**src/design/cirs_pkg.sv**
```systemverilog
/*
 * Constants, types and register map for the comparator interrupt and
 * status register bank.
 * Assumes a 32-bit AXI4-Lite bus, 250 MHz clock, two comparators.
 */
package cirs_pkg;

    // ------------------------------------------------------------
    // register indices (byte address is four times the index)
    // ------------------------------------------------------------
    localparam logic [5:0] IDX_START = 6'h01;
    localparam logic [5:0] IDX_ENCLR = 6'h04;
    localparam logic [5:0] IDX_ENSET = 6'h05;
    localparam logic [5:0] IDX_FLAGS = 6'h06;
    localparam logic [5:0] IDX_STATE = 6'h08;
    localparam logic [5:0] IDX_READY = 6'h09;
    localparam logic [5:0] IDX_TRIG = 6'h0a;
    localparam logic [5:0] IDX_WINCTL = 6'h0c;

    // ------------------------------------------------------------
    // field positions and reset values
    // ------------------------------------------------------------
    localparam int unsigned BIT_WIN = 4;
    localparam int unsigned BIT_BUSY = 7;
    localparam int unsigned WPOS_LSB = 4;
    localparam int unsigned WSEL_LSB = 1;
    localparam int unsigned WON_BIT = 0;
    localparam logic [2:0] RST_ENABLE = 3'h0;
    localparam logic [2:0] RST_FLAGS = 3'h0;
    localparam logic [2:0] RST_WINCTL = 3'h0;
    localparam logic [1:0] CMP_IMPL = 2'h3;
    localparam logic WIN_IMPL = 1'h1;
    localparam logic [1:0] RESP_OKAY = 2'h0;
    localparam logic [1:0] RESP_SLVERR = 2'h2;

    // ------------------------------------------------------------
    // timing
    // ------------------------------------------------------------
    localparam int unsigned CLK_PERIOD_PS = 4000;
    localparam int unsigned SETTLE_NS = 8;
    localparam int unsigned SETTLE_CYC =
        (SETTLE_NS * 1000 + CLK_PERIOD_PS - 1) / CLK_PERIOD_PS;

    // ------------------------------------------------------------
    // types
    // ------------------------------------------------------------
    typedef enum logic [1:0] {
        WPOS_ABOVE = 2'h0,
        WPOS_INSIDE = 2'h1,
        WPOS_BELOW = 2'h2
    } cirs_wpos_e;

    typedef enum logic [1:0] {
        WSEL_ABOVE = 2'h0,
        WSEL_INSIDE = 2'h1,
        WSEL_BELOW = 2'h2,
        WSEL_OUTSIDE = 2'h3
    } cirs_wsel_e;

    typedef enum logic [1:0] {
        CSEL_TOGGLE = 2'h0,
        CSEL_RISE = 2'h1,
        CSEL_FALL = 2'h2,
        CSEL_DONE = 2'h3
    } cirs_csel_e;

    typedef enum logic [1:0] {
        RD_IDLE = 2'b00,
        RD_LAUNCH = 2'b01,
        RD_WAIT = 2'b10,
        RD_RESP = 2'b11
    } cirs_rd_e;

    typedef struct packed {
        logic [1:0] out;
        logic [1:0] ready;
        logic [1:0] enable;
        logic [1:0] single;
        logic [3:0] irq_select;
    } cirs_cmp_s;

    typedef struct packed {
        logic [1:0] window_irq_select;
        logic window_mode_on;
    } cirs_winctl_s;

endpackage : cirs_pkg

```
**src/design/cirs_top.sv**
```systemverilog
/*
 * Interrupt enable, flag, state and ready registers of a two-channel
 * comparator with window pair, on an AXI4-Lite slave port.
 * Assumes comparator outputs and ready levels synchronous to aclk and a
 * one-cycle sync_done pulse from the slower domain after each window
 * control update.
 */
// The AXI4-Lite register port was left to the implementer.
// Notes on behaviour
// - writing one to comparator enable-clear bit disables its interrupt
// - writing one to window enable-clear bit disables window interrupt
// - enable-set and enable-clear views share one set of enable bits
// - writing one to window enable-set bit enables window interrupt
// - writing one to comparator enable-set bit enables its interrupt
// - comparator flag set on selected condition; request needs enable too
// - window flag set on selected condition; requests when enabled
// - writing one clears a flag; zero leaves it unchanged
// - absent comparator reads zero in flag, ready and state bits
// - window position above 0, inside 1, below 2; zero if absent
// - state bit mirrors comparator output; valid only while ready
// - sync busy rises at domain transfer start, falls when done
// - ready bit reads one exactly while comparator output is ready
// - trigger-state register returns same contents as state register
// - reading trigger-state launches all enabled single-shot comparators
// - that read stalls until every enabled comparator is ready
// - busy comparator is waited for, not relaunched
// - reserved bits read zero; software writes zeros there
// - window select chooses above, inside, below or outside
// - window mode on pairs comparators 0 and 1; off otherwise
// - start bit launches one shot only if enabled and single-shot
`timescale 1ns/1ps
module cirs_top (
    input wire logic aclk, // clock, 250 MHz
    input wire logic aresetn, // sync reset, active low
    input wire logic [7:0] s_axi_awaddr, // write address
    input wire logic [2:0] s_axi_awprot, // write protection, unused
    input wire logic s_axi_awvalid, // write address valid
    output logic s_axi_awready, // write address ready
    input wire logic [31:0] s_axi_wdata, // write data
    input wire logic [3:0] s_axi_wstrb, // write byte enables
    input wire logic s_axi_wvalid, // write data valid
    output logic s_axi_wready, // write data ready
    output logic [1:0] s_axi_bresp, // write response
    output logic s_axi_bvalid, // write response valid
    input wire logic s_axi_bready, // write response ready
    input wire logic [7:0] s_axi_araddr, // read address
    input wire logic [2:0] s_axi_arprot, // read protection, unused
    input wire logic s_axi_arvalid, // read address valid
    output logic s_axi_arready, // read address ready
    output logic [31:0] s_axi_rdata, // read data
    output logic [1:0] s_axi_rresp, // read response
    output logic s_axi_rvalid, // read data valid
    input wire logic s_axi_rready, // read data ready
    input wire cirs_pkg::cirs_cmp_s cmp, // comparator core side
    input wire logic sync_done, // window control transfer finished
    output logic [1:0] one_shot_trigger, // start pulse per comparator
    output cirs_pkg::cirs_winctl_s window_ctrl, // window control to core
    output logic irq // interrupt request
);

    // ------------------------------------------------------------
    // state
    // ------------------------------------------------------------
    logic [2:0] en_q; // {window, comp1, comp0}
    logic [2:0] flags_q;
    logic [2:0] flags_d;
    logic [2:0] ev_d;
    cirs_pkg::cirs_winctl_s winctl_q;
    logic busy_q;
    logic [1:0] prev_out_q;
    logic [1:0] prev_rdy_q;
    logic [1:0] prev_wpos_q;
    logic [1:0] wpos;
    logic [1:0] start_d;
    logic [1:0] trig_q;
    logic irq_q;

    logic aw_full_q;
    logic w_full_q;
    logic awready_q;
    logic wready_q;
    logic bvalid_q;
    logic [1:0] bresp_q;
    logic [5:0] aw_idx_q;
    logic [7:0] wbyte_q;
    logic wlane_q;
    logic do_wr;
    logic wr_en;

    cirs_pkg::cirs_rd_e rd_q;
    logic arready_q;
    logic rvalid_q;
    logic [1:0] rresp_q;
    logic [31:0] rdata_q;
    logic [5:0] ar_idx_q;
    logic [1:0] settle_q;
    logic all_ready;
    logic [7:0] state_byte;
    logic [7:0] rd_byte;
    logic rd_hit;

    assign s_axi_awready = awready_q;
    assign s_axi_wready = wready_q;
    assign s_axi_bvalid = bvalid_q;
    assign s_axi_bresp = bresp_q;
    assign s_axi_arready = arready_q;
    assign s_axi_rvalid = rvalid_q;
    assign s_axi_rresp = rresp_q;
    assign s_axi_rdata = rdata_q;
    assign one_shot_trigger = trig_q;
    assign window_ctrl = winctl_q;
    assign irq = irq_q;

    // ------------------------------------------------------------
    // write channels
    // ------------------------------------------------------------
    assign do_wr = aw_full_q && w_full_q && !bvalid_q;
    assign wr_en = do_wr && wlane_q;

    always_ff @(posedge aclk) begin
        if (!aresetn) begin
            aw_full_q <= 1'b0;
            awready_q <= 1'b0;
            aw_idx_q <= 6'h00;
        end else if (s_axi_awvalid && awready_q) begin
            aw_full_q <= 1'b1;
            awready_q <= 1'b0;
            aw_idx_q <= s_axi_awaddr[7:2];
        end else if (bvalid_q && s_axi_bready) begin
            aw_full_q <= 1'b0;
        end else if (!aw_full_q) begin
            awready_q <= 1'b1;
        end
    end

    always_ff @(posedge aclk) begin
        if (!aresetn) begin
            w_full_q <= 1'b0;
            wready_q <= 1'b0;
            wbyte_q <= 8'h00;
            wlane_q <= 1'b0;
        end else if (s_axi_wvalid && wready_q) begin
            w_full_q <= 1'b1;
            wready_q <= 1'b0;
            wbyte_q <= s_axi_wdata[7:0];
            wlane_q <= s_axi_wstrb[0];
        end else if (bvalid_q && s_axi_bready) begin
            w_full_q <= 1'b0;
        end else if (!w_full_q) begin
            wready_q <= 1'b1;
        end
    end

    always_ff @(posedge aclk) begin
        if (!aresetn) begin
            bvalid_q <= 1'b0;
            bresp_q <= cirs_pkg::RESP_OKAY;
        end else if (do_wr) begin
            bvalid_q <= 1'b1;
            if (aw_idx_q == cirs_pkg::IDX_START ||
                    aw_idx_q == cirs_pkg::IDX_ENCLR ||
                    aw_idx_q == cirs_pkg::IDX_ENSET ||
                    aw_idx_q == cirs_pkg::IDX_FLAGS ||
                    aw_idx_q == cirs_pkg::IDX_STATE ||
                    aw_idx_q == cirs_pkg::IDX_READY ||
                    aw_idx_q == cirs_pkg::IDX_TRIG ||
                    aw_idx_q == cirs_pkg::IDX_WINCTL) begin
                bresp_q <= cirs_pkg::RESP_OKAY;
            end else begin
                bresp_q <= cirs_pkg::RESP_SLVERR;
            end
        end else if (s_axi_bready) begin
            bvalid_q <= 1'b0;
        end
    end

    // ------------------------------------------------------------
    // interrupt enables
    // ------------------------------------------------------------
    always_ff @(posedge aclk) begin
        if (!aresetn) begin
            en_q <= cirs_pkg::RST_ENABLE;
        end else if (wr_en && aw_idx_q == cirs_pkg::IDX_ENCLR) begin
            en_q <= en_q & ~{wbyte_q[cirs_pkg::BIT_WIN], wbyte_q[1:0]};
        end else if (wr_en && aw_idx_q == cirs_pkg::IDX_ENSET) begin
            en_q <= en_q | {wbyte_q[cirs_pkg::BIT_WIN], wbyte_q[1:0]};
        end
    end

    // ------------------------------------------------------------
    // window control and sync busy
    // ------------------------------------------------------------
    always_ff @(posedge aclk) begin
        if (!aresetn) begin
            winctl_q <= cirs_pkg::RST_WINCTL;
        end else if (wr_en && aw_idx_q == cirs_pkg::IDX_WINCTL) begin
            winctl_q.window_irq_select <=
                wbyte_q[cirs_pkg::WSEL_LSB +: 2];
            winctl_q.window_mode_on <= wbyte_q[cirs_pkg::WON_BIT];
        end
    end

    always_ff @(posedge aclk) begin
        if (!aresetn) begin
            busy_q <= 1'b0;
        end else if (wr_en && aw_idx_q == cirs_pkg::IDX_WINCTL) begin
            busy_q <= 1'b1;
        end else if (sync_done) begin
            busy_q <= 1'b0;
        end
    end

    // ------------------------------------------------------------
    // events and flags
    // ------------------------------------------------------------
    always_comb begin
        if (cmp.out[0]) begin
            wpos = cirs_pkg::WPOS_ABOVE;
        end else if (cmp.out[1]) begin
            wpos = cirs_pkg::WPOS_INSIDE;
        end else begin
            wpos = cirs_pkg::WPOS_BELOW;
        end
    end

    always_comb begin
        ev_d = 3'h0;
        for (int i = 0; i < 2; i++) begin
            case (cirs_pkg::cirs_csel_e'(cmp.irq_select[2*i +: 2]))
                cirs_pkg::CSEL_TOGGLE: ev_d[i] = cmp.ready[i] &&
                    prev_rdy_q[i] && cmp.out[i] != prev_out_q[i];
                cirs_pkg::CSEL_RISE: ev_d[i] = cmp.ready[i] &&
                    prev_rdy_q[i] && cmp.out[i] && !prev_out_q[i];
                cirs_pkg::CSEL_FALL: ev_d[i] = cmp.ready[i] &&
                    prev_rdy_q[i] && !cmp.out[i] && prev_out_q[i];
                default: ev_d[i] = cmp.ready[i] && !prev_rdy_q[i];
            endcase
        end
        if (winctl_q.window_mode_on && &cmp.ready && &prev_rdy_q &&
                wpos != prev_wpos_q) begin
            case (winctl_q.window_irq_select)
                cirs_pkg::WSEL_ABOVE: ev_d[2] = wpos == cirs_pkg::WPOS_ABOVE;
                cirs_pkg::WSEL_INSIDE:
                    ev_d[2] = wpos == cirs_pkg::WPOS_INSIDE;
                cirs_pkg::WSEL_BELOW: ev_d[2] = wpos == cirs_pkg::WPOS_BELOW;
                default: ev_d[2] = prev_wpos_q == cirs_pkg::WPOS_INSIDE;
            endcase
        end
        ev_d = ev_d & {cirs_pkg::WIN_IMPL, cirs_pkg::CMP_IMPL};
    end

    always_comb begin
        flags_d = flags_q;
        if (wr_en && aw_idx_q == cirs_pkg::IDX_FLAGS) begin
            flags_d = flags_q & ~{wbyte_q[cirs_pkg::BIT_WIN], wbyte_q[1:0]};
        end
        flags_d = flags_d | ev_d; // set wins over clear
    end

    always_ff @(posedge aclk) begin
        if (!aresetn) begin
            flags_q <= cirs_pkg::RST_FLAGS;
            prev_out_q <= 2'h0;
            prev_rdy_q <= 2'h0;
            prev_wpos_q <= 2'h0;
            irq_q <= 1'b0;
        end else begin
            flags_q <= flags_d;
            prev_out_q <= cmp.out;
            prev_rdy_q <= cmp.ready;
            prev_wpos_q <= wpos;
            irq_q <= |(flags_q & en_q);
        end
    end

    // ------------------------------------------------------------
    // read data and trigger-state read sequencing
    // ------------------------------------------------------------
    assign all_ready = ((cmp.ready | ~cmp.enable) & cirs_pkg::CMP_IMPL)
        == cirs_pkg::CMP_IMPL;

    assign state_byte = {2'h0,
        (winctl_q.window_mode_on && cirs_pkg::WIN_IMPL) ? wpos : 2'h0,
        2'h0, cmp.out & cirs_pkg::CMP_IMPL};

    always_comb begin
        rd_hit = 1'b1;
        rd_byte = 8'h00;
        if (ar_idx_q == cirs_pkg::IDX_ENCLR ||
                ar_idx_q == cirs_pkg::IDX_ENSET) begin
            rd_byte = {3'h0, en_q[2], 2'h0, en_q[1:0]};
        end else if (ar_idx_q == cirs_pkg::IDX_FLAGS) begin
            rd_byte = {3'h0, flags_q[2], 2'h0, flags_q[1:0]};
        end else if (ar_idx_q == cirs_pkg::IDX_STATE ||
                ar_idx_q == cirs_pkg::IDX_TRIG) begin
            rd_byte = state_byte;
        end else if (ar_idx_q == cirs_pkg::IDX_READY) begin
            rd_byte = {busy_q, 5'h00, cmp.ready & cirs_pkg::CMP_IMPL};
        end else if (ar_idx_q == cirs_pkg::IDX_WINCTL) begin
            rd_byte = {5'h00, winctl_q};
        end else if (ar_idx_q == cirs_pkg::IDX_START) begin
            rd_byte = 8'h00;
        end else begin
            rd_hit = 1'b0;
        end
    end

    always_ff @(posedge aclk) begin
        if (!aresetn) begin
            rd_q <= cirs_pkg::RD_IDLE;
            arready_q <= 1'b0;
            rvalid_q <= 1'b0;
            rresp_q <= cirs_pkg::RESP_OKAY;
            rdata_q <= 32'h0000_0000;
            ar_idx_q <= 6'h00;
            settle_q <= 2'h0;
        end else begin
            case (rd_q)
                cirs_pkg::RD_IDLE: begin
                    if (s_axi_arvalid && arready_q) begin
                        arready_q <= 1'b0;
                        ar_idx_q <= s_axi_araddr[7:2];
                        rd_q <= (s_axi_araddr[7:2] == cirs_pkg::IDX_TRIG)
                            ? cirs_pkg::RD_LAUNCH : cirs_pkg::RD_WAIT;
                        settle_q <= 2'h0;
                    end else begin
                        arready_q <= 1'b1;
                    end
                end
                cirs_pkg::RD_LAUNCH: begin
                    settle_q <= 2'(cirs_pkg::SETTLE_CYC);
                    rd_q <= cirs_pkg::RD_WAIT;
                end
                cirs_pkg::RD_WAIT: begin
                    if (settle_q != 2'h0) begin
                        settle_q <= settle_q - 2'h1;
                    end else if (ar_idx_q != cirs_pkg::IDX_TRIG ||
                            all_ready) begin
                        rvalid_q <= 1'b1;
                        rdata_q <= {24'h00_0000, rd_byte};
                        rresp_q <= rd_hit ? cirs_pkg::RESP_OKAY
                            : cirs_pkg::RESP_SLVERR;
                        rd_q <= cirs_pkg::RD_RESP;
                    end
                end
                default: begin
                    if (s_axi_rready) begin
                        rvalid_q <= 1'b0;
                        rd_q <= cirs_pkg::RD_IDLE;
                    end
                end
            endcase
        end
    end

    // ------------------------------------------------------------
    // single-shot launches
    // ------------------------------------------------------------
    always_comb begin
        start_d = 2'h0;
        if (wr_en && aw_idx_q == cirs_pkg::IDX_START) begin
            start_d = wbyte_q[1:0];
        end
        if (rd_q == cirs_pkg::RD_LAUNCH) begin
            start_d = start_d | (cmp.single & cmp.ready);
        end
        start_d = start_d & cmp.enable & cmp.single & cirs_pkg::CMP_IMPL;
    end

    always_ff @(posedge aclk) begin
        if (!aresetn) begin
            trig_q <= 2'h0;
        end else begin
            trig_q <= start_d;
        end
    end
endmodule : cirs_top

```
**config.mk**
```make
export PLATFORM = sky130hd
export DESIGN_NAME = cirs_top
export DESIGN_NICKNAME = d
export VERILOG_FILES = /design/src/design/cirs_pkg.sv /design/src/design/cirs_top.sv
export SDC_FILE = /design/constraint.sdc
export NUM_CORES = 1
export LEC_CHECK = 0
export BUFFER_PORTS_ARGS = -buffer_cell sky130_fd_sc_hd__clkbuf_2
export CAP_MARGIN = 20
export CORE_ASPECT_RATIO = 1.5
export CORE_UTILIZATION = 30
export CTS_BUF_LIST = sky130_fd_sc_hd__clkbuf_8
export CTS_CLUSTER_DIAMETER = 200
export CTS_CLUSTER_SIZE = 10
export DETAILED_ROUTE_END_ITERATION = 12
export SYNTH_ARGS = -nofsm -noshare
export SYNTH_HDL_FRONTEND = slang
export SYNTH_SLANG_ARGS = --single-unit
```
**constraint.sdc**
```tcl
create_clock -name aclk -period 3.65 [get_ports aclk]
set_input_delay 0.73 -clock aclk [delete_from_list [all_inputs] [get_ports aclk]]
set_output_delay 0.73 -clock aclk [all_outputs]
set_load 0.03 [all_outputs]
```
==> metrics <==
FMAX=525.7 MHz; yosys warns=0; Critical Path Fanout Max=9; Initial Util=approximately 31%; #FFs+latches synth=55; final core utilization=approximately 34%; Power per Cell Area=470.8 nW/µm²; number of DRC markers in iteration 0=117; met3 Track Usage GR=~2.5%; library cells used by synthesis=57; clock slew at reported path FFs=0.11 ns; mux cell area share after synthesis=under 10%; WL per Instance=between 10 and 15 µm; Final setup viols=0; Synth Area in Simple Gates=26.05%; GRT Overall Usage=14.05%; CTS tree=done; Die ar.=10400 µm²; main flop type after synthesis=dfxtp_1; Syn Std Cell Area=2997 µm²; max_cap viols=0; fin crit share=52.11%; Site Rows=44; leakage=~0.0014 µW; # port buffers=55; Slew @ Worst Pin=0.6995 ns; main combinational cell family by area after synthesis=simple AND/OR/NAND/NOR gates; CP Class=reg2reg; clk sinks=55; CTS buffer count=5; Worst Setup End Kind=flip-flop; vias in the first global route=approximately 2.4k; CTS Buffer Depth=2; Die H=124.4 µm; grt ovf=0; routability cong.=0.7931; RSZ-0062 raised after global routing=no; Max H-tree Level=2; Hold Path Depth=2; Mapped Cells=361; status=finished clean; max-slew violations=0; Post-synth EDFFs=0; commonest cells in the netlist=55 x dfxtp_1, 39 x nand2_1, 30 x a21oi_1; slew margin rel.=53.32%; Remaining DRCs=0; Worst Path Required=3.92 ns; core area=9689 µm²; Antenna diodes=0; Max VDD drop=191.7 µV; clock latency at the later pin of the worst-skew pair=0.33 ns; largest net degree at the start of global routing=22; initial antenna violation count=0; post-cts resize count=0; Seq/Total Area, Yosys=36.74%; DP HPWL=between 5 and 6 mm; via count=about 2.7k; most frequent cell after synthesis=dfxtp_1; top cell type's share of synthesized area=36.74%; Pre-antenna DRT Iters=5; R2R cell count=6; Top Usage Layer GRT=met2; Setup Skew=0.01638 ns; Synth Area in Compound Gates=16.45%; DR vias/cell=5.079; Antenna Nets Post-Route=0; setup_tns=0 ns; Area growth syn-to-layout=10.81%; post-synthesis xor/xnor area fraction=less than 1%; Yosys top cell by area=dfxtp_1; die width=between 80 and 90 µm; I/O pin count=125; GR Util met2=26.69%; Hold Buf Count CTS=0; layout cells sized above 1=17.44%; share of synthesized registers carrying an async set or reset=0%; ranking of synthesized cells by area=dfxtp_1 37%, buf_4 7.3%, a21oi_1 5.0%; syn_area_per_cell=8.301 µm²; Final #Nets=492; Fin. Hold Viols=0; met1 Track Usage GR=approximately 15%; CTS root buf=clkbuf_8; adder-cell share of the synthesized area=3.340%; Critical Path Start Type=flip-flop; Crit path arrival time=2.17 ns; Post-CTS Setup Inserts=0; final WL=~7 mm; Tmin final=between 1.5 and 2 ns; first-pass GRT wire length=11.69 mm; worst hold path type=reg2reg
cells in the final DEF, fill, tap and decap left out, types with 3 or more instances in the layout:
cell,n
nor2_1,21
nand2b_1,5
ha_1,8
o21a_1,4
nand4_1,5
dfxtp_1,55
nand3b_1,6
a311oi_1,3
o31ai_1,3
and3_1,3
mux2i_1,13
a211oi_1,3
nor4_1,4
or3_1,3
clkbuf_8,6
nor3_1,4
nor4b_1,3
nor2b_1,9
a21boi_0,4
nand3_1,19
and2_1,7
nor3b_1,5
nand2_1,39
conb_1,28
o21ai_0,13
a21oi_1,30
inv_1,15
clkbuf_2,55
routing by layer:
layer | vias to the layer above | part of all wire (%)
met4 | 0 | 2.5
met3 | 10 | 4.4
met2 | 90 | 55
met5 | - | 0
met1 | 1234 | 38
li1 | 1317 | -
logic make-up after synthesis:
kind of cell	count (synthesis)
AO/OA/AOI/OAI	77
flip-flops	55
other	1
AND/OR/NAND/NOR	144
multiplexers	14
adder cells (fa/ha/maj)	8
XOR/XNOR	1
buffers and inverters	61
state kept, by name, indices dropped and copies added (netlist names), 2 cells and up, named ones only:
| signal | count |
|---|---|
| rd_q | 2 |
| ar_idx_q | 6 |
| prev_wpos_q | 2 |
| s_axi_rdata | 6 |
| settle_q | 2 |
| aw_idx_q | 6 |
| one_shot_trigger | 2 |
| flags_q | 3 |
| wbyte_q | 4 |
| prev_out_q | 2 |
| window_ctrl | 3 |
| prev_rdy_q | 2 |
critical path: stages (launching register included):
cell	delay, ns
dfxtp_1	0.40
inv_1	0.10
ha_1	0.30
and2_1	0.27
or3_4	0.37
mux2_1	0.32
nor2_1	0.08
final cells by class:
type / instances / area (µm²)
fillers: 1035 / 6369
flip-flops and latches: 55 / 1101
inverters: 15 / 56.30
clock inverters: 2 / 17.52
well taps: 115 / 143.9
repair buffers: 57 / 290.3
multi-input cells: 272 / 1629
clock buffers: 6 / 82.58
stage by stage:
stage | hold WS (ns) | cell area [µm²] | std cells | power [µW] | setup WS (ns)
global route | 0.4957 | 3321 | 522 | 1649 | 1.613
detailed placement | 0.4620 | 3221 | 514 | 1191 | 1.558
finish | 0.4790 | 3321 | 522 | 1563 | 1.748
floorplan | 0.4357 | 3098 | 388 | 1113 | 1.828
CTS | 0.4786 | 3321 | 522 | 1577 | 1.741
global placement | 0.4540 | 3221 | 514 | 1179 | 1.644
final timing paths:
check	startpoint	endpoint	slack (ns)
hold reg to reg	w_full_q	w_full_q	0.48
setup / recovery	rd_q[0]	settle_q[1]	1.75
setup reg to reg	rd_q[0]	settle_q[1]	1.75
hold / removal	w_full_q	w_full_q	0.48
where the power goes:
part / total (µW) / internal (µW) / switching [µW]
logic: 457 / 168 / 289
clock network: 386 / 160 / 226
registers: 721 / 656 / 64.9
Power figures use the tool's default switching activity.
